--- config.mk ---
export PLATFORM = sky130hd
export DESIGN_NAME = tio_status
export DESIGN_NICKNAME = d
export VERILOG_FILES = /design/src/rtl/tio_pkg.sv /design/src/rtl/tio_status.sv /design/src/rtl/tio_bom_filter.sv
export SDC_FILE = /design/constraint.sdc
export NUM_CORES = 1
export LEC_CHECK = 0
export BUFFER_PORTS_ARGS = -buffer_cell sky130_fd_sc_hd__buf_4
export CAP_MARGIN = 20
export CELL_PAD_IN_SITES_DETAIL_PLACEMENT = 1
export CELL_PAD_IN_SITES_GLOBAL_PLACEMENT = 1
export CORE_AREA = 2 2 102 178
export CTS_CLUSTER_DIAMETER = 150
export DETAILED_ROUTE_END_ITERATION = 10
export DIE_AREA = 0 0 104 180
export PLACE_DENSITY_LB_ADDON = 0.1
export SLEW_MARGIN = 25
export SYNTH_ARGS = -nofsm -noshare
export SYNTH_HDL_FRONTEND = slang
export SYNTH_SLANG_ARGS = --single-unit
--- constraint.sdc ---
create_clock -name clk -period 7 [get_ports clk]
set_input_delay 1.4 -clock clk [delete_from_list [all_inputs] [get_ports clk]]
set_output_delay 1.4 -clock clk [all_outputs]
set_load 0.01 [all_outputs]
--- src/rtl/tio_pkg.sv ---
// Purpose: shared constants and carriers for the T1 interrupt and overflow status block
// Assumes: framer system clock of 25 MHz, parallel port reads of one cycle
// Notes: field order in the structs is the bit order of the status words, msb first
package tio_pkg;

  // register offsets on the parallel port
  localparam logic [4:0] ADDR_CNT_OVF_IRQ = 5'h1D;
  localparam logic [4:0] ADDR_LINK_EVT_IRQ = 5'h1E;
  localparam logic [4:0] ADDR_OVF_LATCH = 5'h1F;

  // reset and read values
  localparam logic [7:0] WORD_RESET = 8'h00;
  localparam logic [7:0] UNMAPPED_READ = 8'h00;

  // loop code persistence time
  localparam int CLK_HZ = 25000000;
  localparam int LOOP_CODE_MS = 48;
  localparam int LOOP_CODE_CYCLES = LOOP_CODE_MS * (CLK_HZ / 1000);
  localparam int LOOP_CNT_W = 21;

  // bit-oriented message filter
  localparam logic [15:0] BOM_CARE = 16'hFF81;
  localparam logic [15:0] BOM_MATCH = 16'hFF00;
  localparam logic [15:0] BOM_RESET = 16'h0000;
  localparam int BOM_WINDOW = 10;
  localparam logic [3:0] BOM_MIN_HITS = 4'h8;

  // counter wrap pulses, also the layout of the overflow words
  typedef struct packed {
    logic fbit_err;
    logic crc6_err;
    logic out_of_frame;
    logic align_change;
    logic bipolar_viol;
    logic prbs_err;
    logic prbs_multiframe;
    logic multiframe_sync_loss;
  } tio_counter_wrap_t;

  typedef struct packed {
    logic fbit_err_ovf_irq;
    logic crc6_err_ovf_irq;
    logic out_of_frame_ovf_irq;
    logic align_change_ovf_irq;
    logic bipolar_viol_ovf_irq;
    logic prbs_err_ovf_irq;
    logic prbs_multiframe_ovf_irq;
    logic multiframe_sync_loss_ovf_irq;
  } tio_cnt_ovf_irq_t;

  typedef struct packed {
    logic fbit_err_ovf_latch;
    logic crc6_err_ovf_latch;
    logic out_of_frame_ovf_latch;
    logic align_change_ovf_latch;
    logic bipolar_viol_ovf_latch;
    logic prbs_err_ovf_latch;
    logic prbs_multiframe_ovf_latch;
    logic multiframe_sync_loss_ovf_latch;
  } tio_ovf_latch_t;

  typedef struct packed {
    logic unused;
    logic data_link_hdlc_irq;
    logic channel_hdlc_irq;
    logic loop_code_irq;
    logic one_second_irq;
    logic five_second_irq;
    logic bit_message_irq;
    logic signaling_change_irq;
  } tio_link_evt_irq_t;

  // processor read request
  typedef struct packed {
    logic rd;
    logic [4:0] addr;
  } tio_cpu_req_t;

  // loop code timer states
  typedef enum logic [2:0] {
    LC_IDLE = 3'b001,
    LC_COUNT = 3'b010,
    LC_HELD = 3'b100
  } tio_lc_state_t;

endpackage : tio_pkg

--- src/rtl/tio_status.sv ---
// Purpose: T1 counter overflow, link event interrupts and overflow latch, read to clear
// Assumes: event inputs are one-cycle pulses or levels synchronous to clk
// Notes: masks arrive as inputs; a 1 in a mask bit means unmasked
`timescale 1ns/1ps
module tio_status
  import tio_pkg::*;
#(
  parameter int LOOP_CODE_CYCLES_P = LOOP_CODE_CYCLES
) (
  // clock and reset
  input wire logic clk,
  input wire logic rst_n,
  // parallel register port
  input wire tio_cpu_req_t cpu_req,
  output logic [7:0] cpu_rdata,
  output logic cpu_rdata_valid,
  // counter wrap pulses and mask
  input wire tio_counter_wrap_t counter_wrap,
  input wire logic [7:0] counter_irq_mask,
  // link event sources and mask
  input wire logic data_link_hdlc_event,
  input wire logic channel_hdlc_event,
  input wire logic loop_code_present,
  input wire logic one_second_status,
  input wire logic five_second_status,
  input wire logic [15:0] bom_word,
  input wire logic bom_word_valid,
  input wire logic [3:0] signaling_bits,
  input wire logic signaling_valid,
  input wire logic signaling_debounce_enable,
  input wire logic [7:0] event_irq_mask
);

  localparam logic [LOOP_CNT_W-1:0] LC_LAST = LOOP_CNT_W'(LOOP_CODE_CYCLES_P - 1);

  tio_cnt_ovf_irq_t counter_overflow_interrupts;
  tio_link_evt_irq_t link_event_interrupts;
  tio_ovf_latch_t overflow_report_latch;
  tio_cnt_ovf_irq_t next_counter_overflow_interrupts;
  tio_link_evt_irq_t next_link_event_interrupts;
  tio_ovf_latch_t next_overflow_report_latch;
  logic [7:0] next_cpu_rdata;
  logic next_cpu_rdata_valid;

  logic rd_cnt;
  logic rd_evt;
  logic rd_latch;
  logic [7:0] cnt_set;
  logic [7:0] evt_set;
  logic [7:0] latch_set;
  logic bom_new_msg;

  // edge and change detectors
  logic one_sec_prev;
  logic five_sec_prev;
  logic [3:0] sig_prev;
  logic [3:0] sig_accepted;
  logic next_one_sec_prev;
  logic next_five_sec_prev;
  logic [3:0] next_sig_prev;
  logic [3:0] next_sig_accepted;
  logic sig_change;

  // loop code timer
  tio_lc_state_t lc_state;
  tio_lc_state_t next_lc_state;
  logic [LOOP_CNT_W-1:0] lc_count;
  logic [LOOP_CNT_W-1:0] next_lc_count;
  logic lc_fire;

  assign rd_cnt = cpu_req.rd && cpu_req.addr == ADDR_CNT_OVF_IRQ;
  assign rd_evt = cpu_req.rd && cpu_req.addr == ADDR_LINK_EVT_IRQ;
  assign rd_latch = cpu_req.rd && cpu_req.addr == ADDR_OVF_LATCH;

  tio_bom_filter u_bom_filter (
    .clk(clk),
    .rst_n(rst_n),
    .bom_word(bom_word),
    .bom_word_valid(bom_word_valid),
    .bom_new_msg(bom_new_msg)
  );

  always_comb begin
    next_lc_state = lc_state;
    next_lc_count = lc_count;
    lc_fire = 1'b0;
    case (lc_state)
      LC_IDLE: begin
        next_lc_count = '0;
        if (loop_code_present) begin
          next_lc_state = LC_COUNT;
        end
      end
      LC_COUNT: begin
        if (!loop_code_present) begin
          next_lc_state = LC_IDLE;
        end else if (lc_count == LC_LAST) begin
          lc_fire = 1'b1;
          next_lc_state = LC_HELD;
        end else begin
          next_lc_count = lc_count + 1'b1;
        end
      end
      LC_HELD: begin
        // one report per continuous detection
        if (!loop_code_present) begin
          next_lc_state = LC_IDLE;
        end
      end
      default: begin
        next_lc_state = LC_IDLE;
      end
    endcase
  end

  always_comb begin
    next_one_sec_prev = one_second_status;
    next_five_sec_prev = five_second_status;
    next_sig_prev = sig_prev;
    next_sig_accepted = sig_accepted;
    sig_change = 1'b0;
    if (signaling_valid) begin
      next_sig_prev = signaling_bits;
      // debounce asks for two equal samples in a row
      if (signaling_bits != sig_accepted &&
          (!signaling_debounce_enable || signaling_bits == sig_prev)) begin
        next_sig_accepted = signaling_bits;
        sig_change = 1'b1;
      end
    end
  end

  always_comb begin
    cnt_set = counter_wrap & counter_irq_mask;
    latch_set = counter_wrap;
    evt_set = 8'h00;
    evt_set[6] = data_link_hdlc_event;
    evt_set[5] = channel_hdlc_event;
    evt_set[4] = lc_fire;
    evt_set[3] = one_second_status && !one_sec_prev;
    evt_set[2] = five_second_status && !five_sec_prev;
    evt_set[1] = bom_new_msg;
    evt_set[0] = sig_change;
    evt_set = evt_set & event_irq_mask & 8'h7F;
  end

  always_comb begin
    next_cpu_rdata_valid = cpu_req.rd;
    next_cpu_rdata = cpu_rdata;
    if (rd_cnt) begin
      next_cpu_rdata = counter_overflow_interrupts;
    end else if (rd_evt) begin
      next_cpu_rdata = link_event_interrupts;
    end else if (rd_latch) begin
      next_cpu_rdata = overflow_report_latch;
    end else if (cpu_req.rd) begin
      next_cpu_rdata = UNMAPPED_READ;
    end
    next_counter_overflow_interrupts = (rd_cnt ? 8'h00 : counter_overflow_interrupts) | cnt_set;
    next_link_event_interrupts = (rd_evt ? 8'h00 : link_event_interrupts) | evt_set;
    next_overflow_report_latch = (rd_latch ? 8'h00 : overflow_report_latch) | latch_set;
  end

  always_ff @(posedge clk) begin
    if (!rst_n) begin
      counter_overflow_interrupts <= WORD_RESET;
      link_event_interrupts <= WORD_RESET;
      overflow_report_latch <= WORD_RESET;
      cpu_rdata <= WORD_RESET;
      cpu_rdata_valid <= 1'b0;
      one_sec_prev <= 1'b0;
      five_sec_prev <= 1'b0;
      sig_prev <= 4'h0;
      sig_accepted <= 4'h0;
      lc_state <= LC_IDLE;
      lc_count <= '0;
    end else begin
      counter_overflow_interrupts <= next_counter_overflow_interrupts;
      link_event_interrupts <= next_link_event_interrupts;
      overflow_report_latch <= next_overflow_report_latch;
      cpu_rdata <= next_cpu_rdata;
      cpu_rdata_valid <= next_cpu_rdata_valid;
      one_sec_prev <= next_one_sec_prev;
      five_sec_prev <= next_five_sec_prev;
      sig_prev <= next_sig_prev;
      sig_accepted <= next_sig_accepted;
      lc_state <= next_lc_state;
      lc_count <= next_lc_count;
    end
  end

  for (genvar i = 0; i < 8; i++) begin : g_cnt_chk

  end
endmodule : tio_status

--- src/rtl/tio_bom_filter.sv ---
// Purpose: qualify bit-oriented messages on the facility data link
// Assumes: one bom_word_valid pulse per received message position
// Notes: a different candidate restarts the window; interleaved messages delay acceptance
`timescale 1ns/1ps
module tio_bom_filter
  import tio_pkg::*;
(
  // clock and reset
  input wire logic clk,
  input wire logic rst_n,
  // message positions
  input wire logic [15:0] bom_word,
  input wire logic bom_word_valid,
  // accepted new message
  output logic bom_new_msg
);

  logic [15:0] candidate;
  logic [15:0] accepted;
  logic [BOM_WINDOW-1:0] hits;
  logic [15:0] next_candidate;
  logic [15:0] next_accepted;
  logic [BOM_WINDOW-1:0] next_hits;
  logic next_bom_new_msg;
  logic word_ok;

  function automatic logic [3:0] count_hits(input logic [BOM_WINDOW-1:0] h);
    logic [3:0] n;
    n = 4'h0;
    for (int i = 0; i < BOM_WINDOW; i++) begin
      n = n + {3'h0, h[i]};
    end
    return n;
  endfunction : count_hits

  assign word_ok = (bom_word & BOM_CARE) == BOM_MATCH;

  always_comb begin
    next_candidate = candidate;
    next_accepted = accepted;
    next_hits = hits;
    next_bom_new_msg = 1'b0;
    if (bom_word_valid) begin
      if (word_ok && bom_word == candidate) begin
        next_hits = {hits[BOM_WINDOW-2:0], 1'b1};
      end else if (word_ok) begin
        next_candidate = bom_word;
        next_hits = {{(BOM_WINDOW-1){1'b0}}, 1'b1};
      end else begin
        next_hits = {hits[BOM_WINDOW-2:0], 1'b0};
      end
      if (count_hits(next_hits) >= BOM_MIN_HITS && next_candidate != accepted) begin
        next_accepted = next_candidate;
        next_bom_new_msg = 1'b1;
      end
    end
  end

  always_ff @(posedge clk) begin
    if (!rst_n) begin
      candidate <= BOM_RESET;
      accepted <= BOM_RESET;
      hits <= '0;
      bom_new_msg <= 1'b0;
    end else begin
      candidate <= next_candidate;
      accepted <= next_accepted;
      hits <= next_hits;
      bom_new_msg <= next_bom_new_msg;
    end
  end
endmodule : tio_bom_filter

==> results of run 1 <==
-- worst paths after layout --
kind                                                                to  slack (ps)  cells past startpoint
worst max register to register  u_bom_filter.accepted[11]$_SDFFE_PN0P_        1970                     17
worst max-delay path            u_bom_filter.accepted[11]$_SDFFE_PN0P_        1230                     18
worst min-delay path                         cpu_rdata[6]$_SDFFE_PN0P_         460                      2
worst min register to register               cpu_rdata[6]$_SDFFE_PN0P_         460                      2
-- stage by stage --
stage	util, %	worst slack (ps)	instances	power (W)	area (um2)
after floorplan	-	1240	572	0.0006987	5122
after global placement	33.43	835.9	847	0.0007448	5783
after detailed placement	33.53	778.2	848	0.0007485	5799
after CTS	35.41	1115	864	0.001320	6125
after global routing	35.41	854.1	864	0.001355	6125
final	35.41	1228	864	0.001300	6125
-- synth_stat cells, drive strengths merged, types with 2 or more instances --
cell | count | area share (%)
a2111oi | 4 | 0.83
a211oi | 4 | 0.59
a21oi | 39 | 3.8
a221oi | 7 | 1.2
a22oi | 12 | 1.8
and2 | 4 | 0.49
and3 | 8 | 0.98
and4 | 4 | 0.68
buf | 2 | 0.51
clkbuf | 23 | 2.3
clkinv | 2 | 0.15
dfxtp | 108 | 42
fa | 5 | 2.0
ha | 6 | 1.5
inv | 12 | 0.88
mux2 | 5 | 1.1
mux2i | 24 | 4.7
nand2 | 71 | 5.2
nand2b | 13 | 1.6
nand3 | 22 | 2.1
nand3b | 2 | 0.29
nand4 | 13 | 1.6
nor2 | 61 | 4.5
nor2b | 2 | 0.24
nor3 | 7 | 0.78
nor4 | 6 | 1.2
o21a | 9 | 1.3
o21ai | 18 | 1.8
o41ai | 2 | 0.34
or4 | 2 | 0.37
xnor2 | 9 | 1.5
xor2 | 51 | 8.7
-- area by class of cell --
cell class,count,area (um2)
flip-flops and latches,108,2162
well taps,231,289.0
multi-input cells,423,2751
clock inverters,6,96.34
clock buffers,10,229.0
fillers,2111,11170
repair buffers,72,544.3
inverters,14,52.55
-- cells by family after synthesis --
kind of cell    synth area share (%)
buf+inv                        4.201
compound gates                 13.02
xor+xnor                       10.26
mux                            5.789
fa+ha+maj                      3.420
flops                          42.21
simple gates                   21.10
-- cell usage in the layout, fill, tap and decap left out, types with 4 or more instances in the layout --
master	instances
nor4_2	4
clkbuf_16	9
xnor2_1	9
nand2_1	71
o21a_1	9
inv_1	11
o21ai_0	18
nand3_1	22
mux2i_1	24
and4_1	4
ha_1	6
nand2b_1	13
mux2_2	5
a211oi_1	4
nor3_1	6
dfxtp_1	108
buf_4	71
nand4_1	13
and3_1	8
nor2_1	61
and2_1	4
xor2_1	51
a221oi_1	7
a21oi_1	39
a22oi_1	12
fa_1	5
-- metal layers --
| metal | wire length, um | share of wire (%) | vias up |
|---|---|---|---|
| met1 | 5234 | 37 | 2084 |
| met2 | 8159 | 58 | 62 |
| li1 | - | - | 2092 |
| met4 | 249 | 1.8 | 0 |
| met3 | 361 | 2.6 | 14 |
| met5 | 0 | 0 | - |
-- report_power, final --
part / internal (W) / switching, W / total [W]
combinational: 0.0000447 / 0.0000491 / 0.0000938
sequential: 0.000629 / 0.00000891 / 0.000638
clock: 0.000319 / 0.000249 / 0.000568
total: 0.000992 / 0.000307 / 0.00130
-- state kept, by name, summed over array words and instances (netlist names), 3 cells and up --
signal / count
u_bom_filter.hits: 9
cpu_rdata: 8
sig_prev: 4
link_event_interrupts: 7
overflow_report_latch: 8
counter_overflow_interrupts: 8
lc_state: 3
u_bom_filter.candidate: 16
lc_count: 21
u_bom_filter.accepted: 16
sig_accepted: 4
-- worst max-delay path: stages --
cell	delay [ps]
buf_4	130
xor2_1	160
nor4_2	310
nand4_1	280
nand2_1	340
nand2_1	130
fa_1	550
fa_1	440
fa_1	430
fa_1	500
inv_1	40
ha_1	280
a21oi_1	150
nor2_1	60
o21a_1	230
o31ai_4	170
buf_6	260
mux2i_1	190
==> summary.md, run 1 <==
| Metric | Value |
|---|---|
| Placer Congestion | 0.7594 |
| GR Layer Usage met1 | 14.95% |
| Pwr Density | 212.2 nW/um2 |
| ANT cells | 0 |
| Setup Viol. Count Final | 0 |
| Worst Skew | 7.677 ps |
| Critical path type | primary input to register |
| Hold_sp | link_event_interrupts[6]$_SDFF_PN0_ |
| Worst Path Max Fanout | 10 |
| Busiest grt layer | met2 |
| Synth async-reset ratio | 0% |
| H-tree depth | 3 |
| Min Hold Slack | 457.3 ps |
| Initial Util | 29.62% |
| Min Tclk post-route | 5772 ps |
| Clock Pin Slew Worst Setup and Hold Paths | 80 ps |
| Dpl hpwl | 10800 um |
| RSZ-0062 raised after global routing | false |
| Synth Flop Type | dfxtp_1 |
| DIE WIDTH | 104 um |
| Cell count after synthesis | 572 |
| Global-route track usage on met2 | 30.97% |
| CP Data Required Time | 7280 ps |
| Port Buf Inserts | 67 |
| Setup Fix Bufs, Post-CTS | 0 |
| Sequential element share of the synthesized area | 42.21% |
| CTS root buffer | clkbuf_16 |
| Clk_lat worst skew | 350 ps |
| TritonCTS clock tree | yes |
| Distinct cells, synth | 56 |
| CP startpoint | bom_word[1] |
| Vias in the first global route | 4562 |
| P&R area growth vs syn | 19.57% |
| Total Routing Usage GR | 15.11% |
| Largest net degree at the start of global routing | 55 |
| DR WL/cell | 16.21 um |
| 1st-iter DRT viols | 136 |
| Hold buffer count at CTS | 0 |
| Syn Nets | 643 |
| RR Startpoint | u_bom_filter.candidate[12]$_SDFFE_PN0P_ |
| Final net count | 699 |
| Synth Cell Area | 5122 um2 |
| Synthesized flop and latch total | 108 |
| Die height | 180 um |
| Max Cap Viol | 0 |
| Core Area | 17300 um2 |
| Crit. End Element | register |
| Row Count | 64 |
| Hold Path Class | register to register |
| Total Wirelength | 14010 um |
| Grt ovf | 0 |
| Met3 Use GR | 2.248% |
| Period utilization | 82.45% |
| Num CTS Buffers | 9 |
| ANT nets after route | 0 |
| Vias | 4252 |
| Maximum clock insertion buffer count | 2 |
| First-pass GRT wire length | 22540 um |
| Worst Setup Start Kind | primary input |
| Status | finished clean |
| Synth warn | 0 |
| Crit path DAT | 6050 ps |
| Synthesized area per cell | 8.955 um2 |
| Fmax | 173.3 MHz |
| Remaining routing DRC violations | 0 |
| Leak Pwr | 2.493 nW |
| Routed vias/inst | 4.921 |
| Setup TNS | 0 ps |
| Share of cells above drive strength 1 | 16.27% |
| Final Hold Viols | 0 |
| Post-cts resize count | 0 |
| Top Ports | 69 |
| Initial antenna violation count | 0 |
| Worst rel slew slack | 32.16% |
| Fin. max-slew vios | 0 |
| VDD IR-drop max | 0.1036 mV |
| Die area | 18720 um2 |
| Worst-Margin Slew | 1010 ps |
| TritonCTS sink count | 108 |
| Post-synth EDFFs | 0 |
| Detailed Routing Iterations Pass 1 | 4 |
(Power assumes the default switching activity.)
==> run 2, diff against run 1 <==
- clock period: 7 -> 5.4 ns (I/O delays scaled with it)
==> run 2 against run 1 <==
Net effect: non-clock buffer count increased by 6; register-to-register slack got worse by 1200 ps; power increased by 23%; sequential cell count unchanged; combinational power increased by 31%; sequential power increased by 29%; clock power increased by 14%; first-iteration DRC count decreased by 0.74%; worst hold slack improved by 6.4 ps; die area unchanged; worst setup slack got worse by 870 ps; via count increased by 1.3%; critical path type unchanged; critical endpoint is now u_bom_filter.accepted[6]$_SDFFE_PN0P_; highest routed layer unchanged.
==> summary.md, run 2 (synthesized netlist as in run 1, its figures left out) <==
| Metric | Value |
|---|---|
| Top flop regs | lc_count x21, u_bom_filter.accepted x16, u_bom_filter.candidate x16 (unchanged) |
| CP Data Required Time | 5670 ps (was 7280 ps) |
| Pwr Density | 259.8 nW/um2 (was 212.2 nW/um2) |
| Final WS setup | 361.0 ps (was 1228 ps) |
| Worst reg-to-reg setup slack | 770 ps (was 1970 ps) |
| Critical path type | primary input to register (unchanged) |
| Max reg flops | 21 (unchanged) |
| DP Worst Slack | 15.15 ps (was 778.2 ps) |
| Status | finished clean (unchanged) |
| Fillcell total | 2108 (was 2111) |
| Num CTS Buffers | 9 (unchanged) |
| Top Ports | 69 (unchanged) |
| Worst-path cell chain | buf_4, xor2_1, nor4_2, nand4_1, nand2_1, nand2_1, fa_1, fa_1, fa_1, fa_1, inv_1, ha_1, a21oi_1, nor2_1, o21a_1, o31ai_4, buf_12, mux2i_1 (was buf_4, xor2_1, nor4_2, nand4_1, nand2_1, nand2_1, fa_1, fa_1, fa_1, fa_1, inv_1, ha_1, a21oi_1, nor2_1, o21a_1, o31ai_4, buf_6, mux2i_1) |
| Port Buf Inserts | 67 (unchanged) |
| TritonCTS clock tree | yes (unchanged) |
| P&R area growth vs syn | 19.93% (was 19.57%) |
| Worst Skew | 10.94 ps (was 7.677 ps) |
| H-tree depth | 3 (unchanged) |
| Worst-Margin Slew | 1022 ps (was 1010 ps) |
| TritonCTS sink count | 108 (unchanged) |
| Worst stage delay on the critical path | 540 ps (was 550 ps) |
| Setup Viol. Count Final | 0 (unchanged) |
| ANT cells | 0 (unchanged) |
| Post-cts resize count | 0 (unchanged) |
| Row Count | 64 (unchanged) |
| Initial Util | 29.62% (unchanged) |
| Clock Pin Slew Worst Setup and Hold Paths | 80 ps (about the same) |
| Largest Register | lc_count (unchanged) |
| Setup TNS | 0 ps (unchanged) |
| RSZ-0062 raised after global routing | false (unchanged) |
| Total power | 0.001596 W (was 0.001300 W) |
| Final Hold Viols | 0 (unchanged) |
| Max Cap Viol | 0 (unchanged) |
| Placer Congestion | 0.7533 (was 0.7594) |
| Most common cell after layout, fill and taps aside | dfxtp_1 (unchanged) |
| Total Routing Usage GR | 15.75% (was 15.11%) |
| Clk_lat worst skew | 350 ps (about the same) |
| WHS Path Cells | 2 (unchanged) |
| Die area | 18720 um2 (unchanged) |
| Worst Setup Start Kind | primary input (unchanged) |
| DR WL/cell | 16.13 um (was 16.21 um) |
| Crit. End Element | register (unchanged) |
| Final net count | 705 (was 699) |
| Remaining routing DRC violations | 0 (unchanged) |
| CP top delay family | adder cells (unchanged) |
| Min Tclk post-route | 5039 ps |
| Slowest CP cell | fa_1 (unchanged) |
| Largest net degree at the start of global routing | 55 (unchanged) |
| Initial antenna violation count | 0 (unchanged) |
| Share of cells above drive strength 1 | 17.21% (was 16.27%) |
| Total Wirelength | 14030 um (was 14010 um) |
| Maximum clock insertion buffer count | 2 (unchanged) |
| Setup Fix Bufs, Post-CTS | 0 (unchanged) |
| Routed vias/inst | 4.953 (was 4.921) |
| VDD IR-drop max | 0.1496 mV (was 0.1036 mV) |
| FF-to-FF path depth | 17 (unchanged) |
| Period utilization | 93.32% |
| Dpl hpwl | 10740 um (was 10800 um) |
| Crit path buffers/inverters | 3 (unchanged) |
| 1st-iter DRT viols | 135 (was 136) |
| Fin. max-slew vios | 0 (unchanged) |
| Worst Path Max Fanout | 12 (was 10) |
| Worst rel slew slack | 31.35% (was 32.16%) |
| R2R Path End | u_bom_filter.accepted[6]$_SDFFE_PN0P_ (was u_bom_filter.accepted[11]$_SDFFE_PN0P_) |
| Most frequent cells in the layout | 108 x dfxtp_1, 77 x buf_4, 71 x nand2_1 (was 108 x dfxtp_1, 71 x nand2_1, 71 x buf_4) |
| Core Area | 17300 um2 (unchanged) |
| Die height | 180 um (unchanged) |
| Fmax | 198.5 MHz |
| Hold buffer count at CTS | 0 (unchanged) |
| Crit path DAT | 5310 ps (was 6050 ps) |
| Grt ovf | 0 (unchanged) |
| Hold Path Class | register to register (unchanged) |
| Vias in the first global route | 4632 (was 4562) |
| Hold worst-path end | link_event_interrupts[4]$_SDFF_PN0_ (was cpu_rdata[6]$_SDFFE_PN0P_) |
| Most frequent CP cell | fa_1 (unchanged) |
| First-pass GRT wire length | 23660 um (was 22540 um) |
| ANT nets after route | 0 (unchanged) |
| CTS root buffer | clkbuf_16 (unchanged) |
| DIE WIDTH | 104 um (unchanged) |
| Hold_sp | link_event_interrupts[4]$_SDFF_PN0_ (was link_event_interrupts[6]$_SDFF_PN0_) |
| RR Startpoint | u_bom_filter.candidate[15]$_SDFFE_PN0P_ (was u_bom_filter.candidate[12]$_SDFFE_PN0P_) |
| Detailed Routing Iterations Pass 1 | 4 (unchanged) |
| Leak Pwr | 2.512 nW (was 2.493 nW) |
| Vias | 4309 (was 4252) |
## run 2: cell types whose count changed in the layout (fill, tap and decap cells not counted), sizes merged
cell,change
buf,+6
bufinv,-2
clkbuf,+1
clkinv,+1
clkinvlp,-1
inv,+1
## run 2: worst max path at each step
stage	depth (start not counted)	slack [ps]	end	startpoint
after floorplan	19	80	u_bom_filter.accepted[10]$_SDFFE_PN0P_	bom_word[15]
after global placement	18	50	u_bom_filter.accepted[13]$_SDFFE_PN0P_	bom_word[15]
after detailed placement	18	20	u_bom_filter.accepted[6]$_SDFFE_PN0P_	bom_word[15]
after CTS	18	330	u_bom_filter.accepted[6]$_SDFFE_PN0P_	bom_word[15]
after global routing	18	130	u_bom_filter.accepted[2]$_SDFFE_PN0P_	bom_word[15]
final	18	360	u_bom_filter.accepted[6]$_SDFFE_PN0P_	bom_word[15]
## run 2: cell type report
cell class	count	area (um2)	area share (%)
clock buffers	11	242.7	3.951
clock inverters	5	42.54	0.6925
inverters	14	52.55	0.8554
multi-input cells	423	2756	44.87
flip-flops and latches	108	2162	35.19
well taps	231	289.0	4.705
repair buffers	78	598.1	9.735
## run 2: tightest hold or removal path, stage by stage, from the launching register on
cell and delay [ps]:
dfxtp_1 320, nand2_1 50, a21oi_1 50
## run 2: power by group
group	leakage, nW	internal, W	switching [W]
sequential	0.879	0.000815	0.0000113
clock	0.142	0.000333	0.000314
combinational	1.49	0.0000585	0.0000646
total	2.51	0.00121	0.000390
## run 2: layer usage
layer | vias to the layer above | GRT usage [%] | wire length, um
met5 | - | 0 | 0
met4 | 0 | 5.622 | 299
met3 | 15 | 2.901 | 398
met2 | 69 | 31.47 | 8068
met1 | 2123 | 15.82 | 5264
li1 | 2102 | - | -
## run 2: stage by stage
stage | hold slack (ps) | utilization, % | instances | cell area, um2
global route | 500.2 | 35.52 | 870 | 6143
global placement | 450.5 | 33.81 | 854 | 5848
finish | 463.7 | 35.52 | 870 | 6143
detailed placement | 458.0 | 33.87 | 854 | 5858
floorplan | 429.8 | - | 572 | 5124
CTS | 473.2 | 35.52 | 870 | 6143
==> run 3, diff against run 2 <==
- GPL_TIMING_DRIVEN: default -> 0
==> run 3 against run 2 <==
Net effect: design area is 3.2% higher; final cell count is 2.8% higher; sequential cell count stayed put; register-to-register slack worse by 230 ps; sequential power hardly changed; sequential share of layout area is 1.1 points lower; highest routed layer unchanged; via count is 2.8% higher; clock-buffer cell count is 1 lower; clock power hardly changed; power is 0.49% higher.
==> summary.md, run 3 (synthesized netlist as in run 1, its figures left out) <==
| Metric | Value |
|---|---|
| Sequential Power Share | 51.5% (was 51.8%) |
| Remaining routing DRC violations | 0 (unchanged) |
| Max Cap Viol | 0 (unchanged) |
| Crit path buffers/inverters | 4 (was 3) |
| First-pass GRT wire length | 25190 um (was 23660 um) |
| Period utilization | 96.99% (was 93.32%) |
| Top flop regs | lc_count x21, u_bom_filter.accepted x16, u_bom_filter.candidate x16 (unchanged) |
| Setup Viol. Count Final | 0 (unchanged) |
| DIE WIDTH | 104 um (unchanged) |
| Die area | 18720 um2 (unchanged) |
| Hold Path Class | register to register (unchanged) |
| DR WL/cell | 17.48 um (was 16.13 um) |
| Fin. max-slew vios | 0 (unchanged) |
| Met2 WL | 8537 um (was 8068 um) |
| Worst rel slew slack | 31.02% (was 31.35%) |
| Logic pwr share | 8.2% (was 7.7%) |
| ANT cells | 0 (unchanged) |
| Worst Setup EP | u_bom_filter.accepted[0]$_SDFFE_PN0P_ (was u_bom_filter.accepted[6]$_SDFFE_PN0P_) |
| 1st-iter DRT viols | 101 (was 135) |
| Finished Cell Area | 6342 um2 (was 6143 um2) |
| Worst Path Max Fanout | 7 (was 12) |
| Leak Pwr | 2.577 nW (was 2.512 nW) |
| Pwr Density | 252.9 nW/um2 (was 259.8 nW/um2) |
| Critical path type | primary input to register (unchanged) |
| Clock Power Share | 40.3% (was 40.5%) |
| Total Wirelength | 15630 um (was 14030 um) |
| Largest net degree at the start of global routing | 20 (was 55) |
| Port Buf Inserts | 64 (was 67) |
| Vias | 4429 (was 4309) |
| Total Routing Usage GR | 17.08% (was 15.75%) |
| ANT nets after route | 0 (unchanged) |
| Share of cells above drive strength 1 | 18.55% (was 17.21%) |
| Initial antenna violation count | 0 (unchanged) |
| Worst Setup Start Kind | primary input (unchanged) |
| Most common cell after layout, fill and taps aside | dfxtp_1 (unchanged) |
| Worst stage delay on the critical path | 580 ps (was 540 ps) |
| Status | finished clean (unchanged) |
| Sw power | 0.0003983 W (was 0.0003897 W) |
| CTS root buffer | clkbuf_16 (unchanged) |
| Initial Util | 29.62% (unchanged) |
| CP startpoint | bom_word[8] (was bom_word[15]) |
| TritonCTS clock tree | yes (unchanged) |
| Top Ports | 69 (unchanged) |
| Setup TNS | 0 ps (unchanged) |
| RR Startpoint | u_bom_filter.candidate[8]$_SDFFE_PN0P_ (was u_bom_filter.candidate[15]$_SDFFE_PN0P_) |
| Most frequent CP cell | fa_1 (unchanged) |
| Worst-path cell chain | buf_4, xor2_1, nor4_2, nand4_1, nand2_2, buf_12, nand2_2, fa_1, fa_1, fa_2, fa_1, inv_1, ha_2, a21oi_2, nor2_2, o21a_2, o31ai_4, buf_4, mux2i_1 (was buf_4, xor2_1, nor4_2, nand4_1, nand2_1, nand2_1, fa_1, fa_1, fa_1, fa_1, inv_1, ha_1, a21oi_1, nor2_1, o21a_1, o31ai_4, buf_12, mux2i_1) |
| CP Data Required Time | 5690 ps (was 5670 ps) |
| Die height | 180 um (unchanged) |
| Worst-Margin Slew | 1027 ps (was 1022 ps) |
| Clock Pin Slew Worst Setup and Hold Paths | 80 ps (about the same) |
| R2R Path End | u_bom_filter.accepted[0]$_SDFFE_PN0P_ (was u_bom_filter.accepted[6]$_SDFFE_PN0P_) |
| Critical path depth | 19 (was 18) |
| Vias in the first global route | 4686 (was 4632) |
| Grt ovf | 0 (unchanged) |
| Worst Skew | 8.419 ps (was 10.94 ps) |
| Dpl hpwl | 11800 um (was 10740 um) |
| Internal | 0.001206 W (was 0.001207 W) |
| TritonCTS sink count | 108 (unchanged) |
| Crit path DAT | 5520 ps (was 5310 ps) |
| H-tree depth | 3 (unchanged) |
| Post-placement cell area | 5899 um2 (was 5858 um2) |
| Highest routed metal layer | met4 (unchanged) |
| Largest Register | lc_count (unchanged) |
| Hold buffer count at CTS | 0 (unchanged) |
| Fmax | 190.9 MHz (was 198.5 MHz) |
| Most frequent cells in the layout | 108 x dfxtp_1, 74 x buf_4, 69 x nand2_1 (was 108 x dfxtp_1, 77 x buf_4, 71 x nand2_1) |
| Max reg flops | 21 (unchanged) |
| Metal-1 WL | 6052 um (was 5264 um) |
| Hold_sp | link_event_interrupts[4]$_SDFF_PN0_ (unchanged) |
| Final net count | 729 (was 705) |
| Min Tclk post-route | 5238 ps (was 5039 ps) |
| Routed vias/inst | 4.954 (was 4.953) |
| VDD IR-drop max | 0.1825 mV (was 0.1496 mV) |
| Final Hold Viols | 0 (unchanged) |
| Core Area | 17300 um2 (unchanged) |
| P&R area growth vs syn | 23.82% (was 19.93%) |
| Detailed Routing Iterations Pass 1 | 4 (unchanged) |
| Crit. End Element | register (unchanged) |
| Worst reg-to-reg setup slack | 540 ps (was 770 ps) |
| Row Count | 64 (unchanged) |
| Num CTS Buffers | 9 (unchanged) |
| RSZ-0062 raised after global routing | false (unchanged) |
| Min Hold Slack | 466.4 ps (was 463.7 ps) |
| Clk_lat worst skew | 360 ps (was 350 ps) |
| CP top delay family | adder cells (unchanged) |
| Met3 wire length | 400 um (was 398 um) |
| Maximum clock insertion buffer count | 2 (unchanged) |
| FF-to-FF path depth | 18 (was 17) |
| Slowest CP cell | fa_1 (unchanged) |
| Placer Congestion | 0.8551 (was 0.7533) |
| Sw frac | 24.83% (was 24.41%) |
## run 3: layout make-up
class | count | area [um2]
fillers | 2089 | 10950
repair buffers | 76 | 594.3
plain buffers | 26 | 165.2
clock inverters | 6 | 47.55
well taps | 231 | 289.0
inverters | 14 | 52.55
flip-flops and latches | 108 | 2162
multi-input cells | 423 | 2793
clock buffers | 10 | 239.0
## run 3: metrics by stage
| stage | power (W) | cells | setup slack [ps] | utilization [%] |
|---|---|---|---|---|
| floorplan | 0.0009057 | 572 | 75.74 | - |
| global placement | 0.0009731 | 867 | -619.0 | 34.07 |
| detailed placement | 0.0009771 | 867 | -665.8 | 34.11 |
| CTS | 0.001632 | 886 | 3.998 | 36.08 |
| global route | 0.001677 | 894 | 1.669 | 36.67 |
| finish | 0.001604 | 894 | 162.5 | 36.67 |
## run 3: per-layer routing
layer,GRT usage [%],vias to the layer above
met5,0,-
met4,9.459,0
met3,2.756,35
met2,31.89,77
met1,17.94,2162
li1,-,2155
## run 3: power by group through the flow
stage / registers, W / clock network [W] / logic (W)
finish: 0.000827 / 0.000647 / 0.000131
global route: 0.000829 / 0.000703 / 0.000144
floorplan: 0.000843 / 0 / 0.0000624
CTS: 0.000827 / 0.000672 / 0.000133
global placement: 0.000845 / 0 / 0.000129
detailed placement: 0.000845 / 0 / 0.000132
## run 3: how the worst min path moves through the flow
stage / endpoint / depth (start not counted)
2_1_floorplan: cpu_rdata[1]$_SDFFE_PN0P_ / 2
3_3_place_gp: link_event_interrupts[4]$_SDFF_PN0_ / 2
3_5_place_dp: cpu_rdata[4]$_SDFFE_PN0P_ / 2
4_1_cts: cpu_rdata[4]$_SDFFE_PN0P_ / 2
5_1_grt: link_event_interrupts[4]$_SDFF_PN0_ / 2
6_report: link_event_interrupts[4]$_SDFF_PN0_ / 2
## run 3: tightest hold or removal path, cell delays in order, from the launching register on
cell     delay (ps)
dfxtp_1         310
nand2_1          50
a21oi_1          50
## run 3: repair_timing
item	CTS	global route
setup endpoints to repair	16	16
setup buffers	3	8
pin swaps	2	11
gates cloned	1	0
resized for setup	3	10
